<file path="src/rtl/csw_params.svh">
/*
 Status word constants: APB offset, bit positions, reset value, write mask.
 Assumes inclusion from the status word module and the testbench only.
*/
`ifndef CSW_PARAMS_SVH
`define CSW_PARAMS_SVH
`define CSW_STATUS_WORD_OFFSET 12'h0d0
`define CSW_BIT_CARRY 7
`define CSW_BIT_HALF_CARRY 6
`define CSW_BIT_USER0 5
`define CSW_BIT_BANK_HIGH 4
`define CSW_BIT_BANK_LOW 3
`define CSW_BIT_WRAP 2
`define CSW_BIT_USER1 1
`define CSW_BIT_PARITY 0
`define CSW_STATUS_RESET 8'h00
`define CSW_WRITE_MASK 8'hfe
`define CSW_BANK_SIZE 8
`define CSW_BCD_LIMIT 9'h064
`endif

</file>
<file path="src/rtl/csw_pkg.sv">
/*
 Types for the status word block: operation codes and carried records.
 Assumes csw_params.svh for the numeric constants.
*/
package csw_pkg;
	typedef enum logic [3:0] {
		CSW_OP_NONE,
		CSW_OP_ADD,
		CSW_OP_ADDC,
		CSW_OP_SUBTRACT_WITH_BORROW,
		CSW_OP_MUL,
		CSW_OP_DIV,
		CSW_OP_DA,
		CSW_OP_COMPARE_JUMP_NOT_EQUAL,
		CSW_OP_SETC,
		CSW_OP_CLRC,
		CSW_OP_CPLC,
		CSW_OP_MOVC
	} csw_op_t;

	typedef struct packed {
		logic valid;
		csw_op_t op;
		logic [7:0] opnd_a;
		logic [7:0] opnd_b;
		logic bit_in;
		logic wrap_in;
	} csw_exec_t;

	typedef struct packed {
		logic [7:0] word;
		logic [7:0] prdata;
		logic pready;
		logic pslverr;
		logic [4:0] bank_base;
	} csw_state_t;
endpackage

</file>
<file path="src/rtl/csw_status_word.sv">
/*
 Processor status word: arithmetic flags, user flags, bank select, parity,
 reached over APB. Assumes the execution unit presents one completed
 operation per valid cycle and reports wrap for product/quotient ops itself.
*/
// Chosen here: the APB register port.
// Behaviour
// - add or subtract sets carry on MSB carry-out or borrow-in, else clears.
// - multiply or divide completion always clears carry.
// - decimal adjust sets carry when packed BCD sum exceeds 99.
// - compare-jump sets carry when first unsigned operand is below second.
// - half carry follows carry out of or borrow into low nibble top bit.
// - bit 5 is a user flag; software only, hardware never changes it.
// - bits 4 and 3 are writable bank-select bits.
// - reset clears the whole status word to zero.
// - bank bits choose one of four eight-register banks for R0..R7.
// - add sets wrap when exactly one of bit 6 and bit 7 carries out.
// - parity is read-only, one when accumulator has odd count of ones.
`include "csw_params.svh"
`timescale 1ns/1ps
`default_nettype none

module csw_status_word
	import csw_pkg::*;
#(
	parameter int ADDR_W = 12
) (
	// clock and reset
	input wire logic i_core_clk,
	input wire logic i_rst_n,
	// apb slave
	input wire logic i_psel,
	input wire logic i_penable,
	input wire logic i_pwrite,
	input wire logic [ADDR_W-1:0] i_paddr,
	input wire logic [31:0] i_pwdata,
	input wire logic [3:0] i_pstrb,
	output logic [31:0] o_prdata,
	output logic o_pready,
	output logic o_pslverr,
	// execution unit
	input wire csw_exec_t i_exec,
	input wire logic [7:0] i_accumulator,
	// status outputs
	output logic [7:0] o_status_word,
	output logic [4:0] o_bank_base
);
	initial begin
		if (ADDR_W < 8) begin
			$error("ADDR_W too narrow for status word offset");
		end
		if (ADDR_W > 32) begin
			$error("ADDR_W wider than the bus address");
		end
	end

	csw_state_t st;
	csw_state_t next_st;

	logic [8:0] sum_full;
	logic [4:0] sum_low;
	logic [7:0] sum_c6;
	logic [8:0] dif_full;
	logic [4:0] dif_low;
	logic [7:0] dif_c6;
	logic [8:0] da_val;
	logic parity;
	logic apb_hit;
	logic apb_acc;
	logic cin;

	assign cin = (i_exec.op == CSW_OP_ADD) ? 1'b0 : st.word[`CSW_BIT_CARRY];
	assign sum_full = {1'b0, i_exec.opnd_a} + {1'b0, i_exec.opnd_b} + {8'h00, cin};
	assign sum_low = {1'b0, i_exec.opnd_a[3:0]} + {1'b0, i_exec.opnd_b[3:0]} + {4'h0, cin};
	assign sum_c6 = {1'b0, i_exec.opnd_a[6:0]} + {1'b0, i_exec.opnd_b[6:0]} + {7'h00, cin};
	assign dif_full = {1'b0, i_exec.opnd_a} - {1'b0, i_exec.opnd_b} - {8'h00, cin};
	assign dif_low = {1'b0, i_exec.opnd_a[3:0]} - {1'b0, i_exec.opnd_b[3:0]} - {4'h0, cin};
	assign dif_c6 = {1'b0, i_exec.opnd_a[6:0]} - {1'b0, i_exec.opnd_b[6:0]} - {7'h00, cin};
	assign parity = ^i_accumulator;
	assign apb_hit = (i_paddr == ADDR_W'(`CSW_STATUS_WORD_OFFSET));
	assign apb_acc = i_psel && i_penable && !st.pready;

	// decimal adjust of the accumulator held in opnd_a
	always_comb begin
		da_val = {1'b0, i_exec.opnd_a};
		if (da_val[3:0] > 4'h9 || st.word[`CSW_BIT_HALF_CARRY]) begin
			da_val = da_val + 9'h006;
		end
		if (da_val[8:4] > 5'h09 || st.word[`CSW_BIT_CARRY]) begin
			da_val = da_val + 9'h060;
		end
	end

	always_comb begin
		next_st = st;
		next_st.pready = 1'b0;
		next_st.pslverr = 1'b0;
		// software access, taken in the first access cycle, answered next cycle
		if (apb_acc) begin
			next_st.pready = 1'b1;
			next_st.pslverr = !apb_hit;
			next_st.prdata = 8'h00;
			if (apb_hit && i_pwrite && i_pstrb[0]) begin
				next_st.word = i_pwdata[7:0] & `CSW_WRITE_MASK;
			end else if (apb_hit && !i_pwrite) begin
				next_st.prdata = {st.word[7:1], parity};
			end
		end
		// a completing instruction's flag results win over a same-cycle software write; other written bits still land
		if (i_exec.valid) begin
			case (i_exec.op)
				CSW_OP_ADD, CSW_OP_ADDC: begin
					next_st.word[`CSW_BIT_CARRY] = sum_full[8];
					next_st.word[`CSW_BIT_HALF_CARRY] = sum_low[4];
					next_st.word[`CSW_BIT_WRAP] = sum_full[8] ^ sum_c6[7];
				end
				CSW_OP_SUBTRACT_WITH_BORROW: begin
					next_st.word[`CSW_BIT_CARRY] = dif_full[8];
					next_st.word[`CSW_BIT_HALF_CARRY] = dif_low[4];
					next_st.word[`CSW_BIT_WRAP] = dif_full[8] ^ dif_c6[7];
				end
				CSW_OP_MUL, CSW_OP_DIV: begin
					next_st.word[`CSW_BIT_CARRY] = 1'b0;
					next_st.word[`CSW_BIT_WRAP] = i_exec.wrap_in;
				end
				CSW_OP_DA: begin
					// carry only ever sets here, keeping a prior decimal carry
					next_st.word[`CSW_BIT_CARRY] = st.word[`CSW_BIT_CARRY] | da_val[8];
				end
				CSW_OP_COMPARE_JUMP_NOT_EQUAL: begin
					next_st.word[`CSW_BIT_CARRY] = (i_exec.opnd_a < i_exec.opnd_b);
				end
				CSW_OP_SETC: begin
					next_st.word[`CSW_BIT_CARRY] = 1'b1;
				end
				CSW_OP_CLRC: begin
					next_st.word[`CSW_BIT_CARRY] = 1'b0;
				end
				CSW_OP_CPLC: begin
					next_st.word[`CSW_BIT_CARRY] = !st.word[`CSW_BIT_CARRY];
				end
				CSW_OP_MOVC: begin
					next_st.word[`CSW_BIT_CARRY] = i_exec.bit_in;
				end
				default: begin
					// flags hold their previous values
					next_st.word = next_st.word;
				end
			endcase
		end
		next_st.word[`CSW_BIT_PARITY] = parity;
		next_st.bank_base = 5'({next_st.word[`CSW_BIT_BANK_HIGH], next_st.word[`CSW_BIT_BANK_LOW]})
			* 5'(`CSW_BANK_SIZE);
	end

	always_ff @(posedge i_core_clk) begin
		if (!i_rst_n) begin
			st.word <= `CSW_STATUS_RESET;
			st.prdata <= 8'h00;
			st.pready <= 1'b0;
			st.pslverr <= 1'b0;
			st.bank_base <= 5'h00;
		end else begin
			st <= next_st;
		end
	end

	assign o_prdata = {24'h000000, st.prdata};
	assign o_pready = st.pready;
	assign o_pslverr = st.pslverr;
	assign o_status_word = st.word;
	assign o_bank_base = st.bank_base;
endmodule

`default_nettype wire

</file>
<file path="config.mk">
export PLATFORM = sky130hd
export DESIGN_NAME = csw_status_word
export DESIGN_NICKNAME = d
export VERILOG_FILES = /design/src/rtl/csw_pkg.sv /design/src/rtl/csw_status_word.sv
export VERILOG_INCLUDE_DIRS = /design/src /design/src/rtl
export SDC_FILE = /design/constraint.sdc
export NUM_CORES = 1
export LEC_CHECK = 0
export CAP_MARGIN = 40
export CORE_ASPECT_RATIO = 0.5
export CORE_MARGIN = 3
export CORE_UTILIZATION = 55
export DETAILED_ROUTE_END_ITERATION = 16
export DONT_BUFFER_PORTS = 1
export GPL_TIMING_DRIVEN = 0
export PLACE_DENSITY_LB_ADDON = 0.05
export SLEW_MARGIN = 20
export SYNTH_ARGS = -nofsm -noshare
export SYNTH_HDL_FRONTEND = slang
export SYNTH_SLANG_ARGS = --single-unit
</file>
<file path="constraint.sdc">
create_clock -name i_core_clk -period 2.35 [get_ports i_core_clk]
set_input_delay 0.235 -clock i_core_clk [delete_from_list [all_inputs] [get_ports i_core_clk]]
set_output_delay 0.235 -clock i_core_clk [all_outputs]
set_load 0.005 [all_outputs]
</file>
==> results.md <==
- The TritonCTS buffer count is 3.
- The net load switching power is roughly 260 µW.
- The number of global-route vias before repair is around 1600.
- The area of all placed cells without fillers is between 0.002 and 0.0025 mm².
- The final antenna-violating net count is 0.
- The largest fanout of any net on the critical path is 7.
- The flow ran to the end, and the final reports show no timing, DRC or antenna violations.
- The worst hold path passes through 2 cells.
- For this configuration, the core starts out at a cell density of 0.6212.
- The via count is roughly 1700.
- In this run, distinct cell masters in the synthesized netlist total 56.
- The most instantiated library cell after synthesis is sky130_fd_sc_hd__inv_1.
- The worst slew margin relative to its limit is 0.6139.
- The share of layout cells above drive strength 1 is 0.2044.
- The startpoint identified for the worst hold timing path is i_pwdata[4].
- The maximum clock insertion buffer count is 2.
- The multiplexer share of the synthesized area is 0.03045.
- The height of the chip is between 40 and 50 µm.
- Of the available clock period, the critical path in the final layout requires 0.9523.
- Clock latency on the worst-skew pair, taken at its later pin, is 250 ps.
- For this run the aggregate overflow at the end of global routing stands at 0.
- The minimum clock period after layout is 2238 ps.
- The largest net degree at the start of global routing is 11.
- The portion of total power attributed to the clock network is 0.294.
- The worst setup slack after layout is around 110 ps.
- In this run the number of H-tree levels came out at 1.
- The synthesis-to-layout area growth is 12.43%.
- The number of hold buffers added after CTS was 0.
- For this design the ratio of total power to cell area is 377.9 mW/mm².
- TritonCTS built the clock tree.
- The final weighted congestion in routability-driven placement is slightly below 0.8.
- For this run, the top clock speed supported by timing is about 450 MHz.
- The global-route wire length before repair is roughly 7.2 mm.
- The standard-cell row count is 14.
- The number of antenna diodes in the final layout is 0.
- The dominant combinational cell family by area after synthesis is compound AO/OA/AOI/OAI gates.
- The largest vdd supply drop is between 0.2 and 0.3 mV.
- The residual DRC count is 0.
- Setup repair after global routing left no endpoint under its margin.
- The number of buffers inserted by port buffering is 0.
- STA classifies the critical path startpoint as a flop.
- The detail-routed via count per cell is 5.161.
- The HPWL after detailed placement is slightly below 4 mm.
- By area the synthesized netlist is led by sky130_fd_sc_hd__dfxtp_1 18%, sky130_fd_sc_hd__ha_1 17%, sky130_fd_sc_hd__buf_4 11%.
- The number of enable-type register cells in the synthesized netlist is 0.
- Counting cells, the worst reg-to-reg path comes to 8.
- The critical path required time is 2510 ps.
- The cell count after synthesis came out at around 240.
- Dividing the detail-routed wire length by the instance count gives about 14 µm.
- The clock net in this run drives a total of 18 sinks.
- The total count of hold-check failures in the final report is 0.
- Ranked by instance count, the synthesized netlist is headed by 32 x sky130_fd_sc_hd__inv_1, 30 x sky130_fd_sc_hd__buf_4, 27 x sky130_fd_sc_hd__ha_1.
- The most common flop cell mapped by yosys is sky130_fd_sc_hd__dfxtp_1.
- Of the total synthesized cell area, the portion taken by full adders, half adders and majority gates is 0.1877.
- The count of boundary I/O pins is roughly 130.
- The number of max-cap violations is 0.
- Of the synthesized area, sequential elements account for 0.1790.
- The final-report max-slew violation count is 0.
- For this run, asynchronously set or reset flops after synthesis account for 0.
- The post-placement worst setup slack is -291.1 ps.
- The complex-gate fraction of the synthesized area came to 0.1945.
- The count of routing violations after the opening detailed-route iteration is 45.
- At the pin with the least slew margin, the transition time is 577.7 ps.
- The largest total area in the synthesized netlist belongs to sky130_fd_sc_hd__dfxtp_1.
- The post-layout net count is between 300 and 400.
- The die covers 0.004466 mm².
- The initial antenna violation count is 0.
- The setup skew after layout is roughly 4.4 ps.
- Setup violations remaining at the end of the flow were counted as 0.
- The tightest min-delay check is of the input pin to flop type.
- For flop-to-flop paths, the worst setup slack is around 110 ps.
- The xor and xnor area share after synthesis is 0.04351.
- The post-synth design cell area is around 0.0020 mm².
- Summing internal, switching and leakage power gives 855.4 µW.
- For hold timing, the worst endpoint is o_status_word[4]$_SDFFE_PN0P_.
- Of the post-synthesis cell area, the dominant cell type holds 0.1790.
- The end of the worst register-to-register path is o_status_word[7]$_SDFF_PN0_.
- For the worst setup path, the data arrival time is about 2400 ps.
- The number of setup buffers added after CTS is 0.
- The length of the first detailed-routing pass in iterations is 4.
- The critical path is of the flop to flop type.
- The static leakage is about 1.1 nW.
- The overall die width is between 90 and 100 µm.
- The type of destination of the critical path is a flop.
- The total internal power is around 600 µW.
- Of the total power, combinational logic draws 0.329.
- The total of flip-flops plus latches after synthesis is 18.
- Of the total power, the share spent switching nets is 0.3006.
- The startpoint identified for the worst register-to-register timing path is o_status_word[7]$_SDFF_PN0_.
- Of the total synthesized cell area, the portion taken by AND, OR, NAND and NOR gates is 0.1815.
- Dividing the synthesized area by the synthesized cell count gives roughly 8.3 µm².
- At the end of the flow the core is filled with cells to 0.6985.
- Yosys printed 0 warnings.
- After detailed placement, the total cell area comes to approximately 0.0022 mm².
- The total detailed-routing wirelength is ~4.5 mm.
- The core region is about 0.0032 mm².
- The cell sitting at the root of the clock tree is a sky130_fd_sc_hd__clkbuf_8.
- The fraction of power consumed by sequential logic is 0.377.
- The total track usage is 0.1950.
- Clock-pin slew was measured on the worst setup and hold paths at 70 ps.
[worst max-delay path by stage]
stage	from	endpoint	slack [ps]	depth (start not counted)
floorplan	i_exec[19]	o_status_word[2]$_SDFF_PN0_	30	11
global placement	i_exec[19]	o_status_word[2]$_SDFF_PN0_	-230	11
detailed placement	i_exec[19]	o_status_word[2]$_SDFF_PN0_	-290	11
CTS	o_status_word[7]$_SDFF_PN0_	o_status_word[7]$_SDFF_PN0_	20	8
global route	o_status_word[7]$_SDFF_PN0_	o_status_word[7]$_SDFF_PN0_	6	8
finish	o_status_word[7]$_SDFF_PN0_	o_status_word[7]$_SDFF_PN0_	110	8
[flip-flops by register name (all words and copies together), names as in the netlist]
signal and count:
o_bank_base 1, o_prdata 8, o_pslverr 1, o_status_word 7
o_pready 1
[routing by layer]
layer	track usage	routed length, µm
met4	0.04250	66
met1	0.2241	1877
met2	0.3615	2203
met3	0.05393	369
met5	0	0
[placed cells by master (no fill, tap or decap), types with 3 or more instances in the layout]
cell type                  count
sky130_fd_sc_hd__nor3_1        3
sky130_fd_sc_hd__nor2_1       19
sky130_fd_sc_hd__a21oi_1      13
sky130_fd_sc_hd__xnor2_1       8
sky130_fd_sc_hd__conb_1       27
sky130_fd_sc_hd__inv_1        32
sky130_fd_sc_hd__nand2_1      11
sky130_fd_sc_hd__buf_4        30
sky130_fd_sc_hd__mux2i_1       5
sky130_fd_sc_hd__a22oi_1       7
sky130_fd_sc_hd__clkbuf_8      4
sky130_fd_sc_hd__nand2b_1      6
sky130_fd_sc_hd__ha_1         27
sky130_fd_sc_hd__dfxtp_1      17
sky130_fd_sc_hd__o21ai_0      11
sky130_fd_sc_hd__nor3_2        3
sky130_fd_sc_hd__o211ai_1      4
[power groups by stage]
stage	clock network, mW	logic [mW]	registers, mW
after floorplan	0	0.227	0.326
after global placement	0	0.259	0.329
after detailed placement	0	0.265	0.329
after CTS	0.250	0.271	0.323
after global routing	0.269	0.318	0.324
final	0.251	0.281	0.323
[critical path, cell delays in order, from the launching register on]
cell and delay [ps]:
sky130_fd_sc_hd__dfxtp_4 420, sky130_fd_sc_hd__o31ai_4 100, sky130_fd_sc_hd__fa_2 350, sky130_fd_sc_hd__ha_1 290
sky130_fd_sc_hd__nand2_2 90, sky130_fd_sc_hd__a31oi_4 100, sky130_fd_sc_hd__o211a_1 250, sky130_fd_sc_hd__o31a_1 300
sky130_fd_sc_hd__a221oi_2 250
[kinds of logic (layout without fill, tap and decap cells)]
kind of cell,after synthesis,after routing
other,1,27
and+or+nand+nor,60,60
xor gates and xnor gates,10,10
adders and majority gates,29,29
buffers and inverters,65,69
muxes,6,6
AOI/OAI and AO/OA,55,55
DFF,18,18
[timing repair]
item                                    in CTS  in global routing
endpoints found under the setup margin       3                  2
endpoints found under the hold margin        0                  0
pin swaps                                    0                  2
gates resized for setup                      5                  4
[area by class of cell]
| class | count | area, µm² |
|---|---|---|
| Fill cell | 269 | 977.2 |
| Sequential cell | 18 | 364.1 |
| Clock buffer | 4 | 55.05 |
| Inverter | 32 | 120.1 |
| Tap cell | 48 | 60.06 |
| Multi-Input combinational cell | 187 | 1419 |
| Buffer | 33 | 245.2 |
[through the flow]
step | hold slack [ps] | instances | TNS [ps]
final | 127.6 | 322 | 0
after global routing | 122.6 | 322 | 0
after CTS | 120.7 | 322 | 0
after detailed placement | 384.9 | 318 | -619.3
after global placement | 377.5 | 318 | -356.9
after floorplan | 375.5 | 270 | 0
Power figures use the tool's default switching activity.
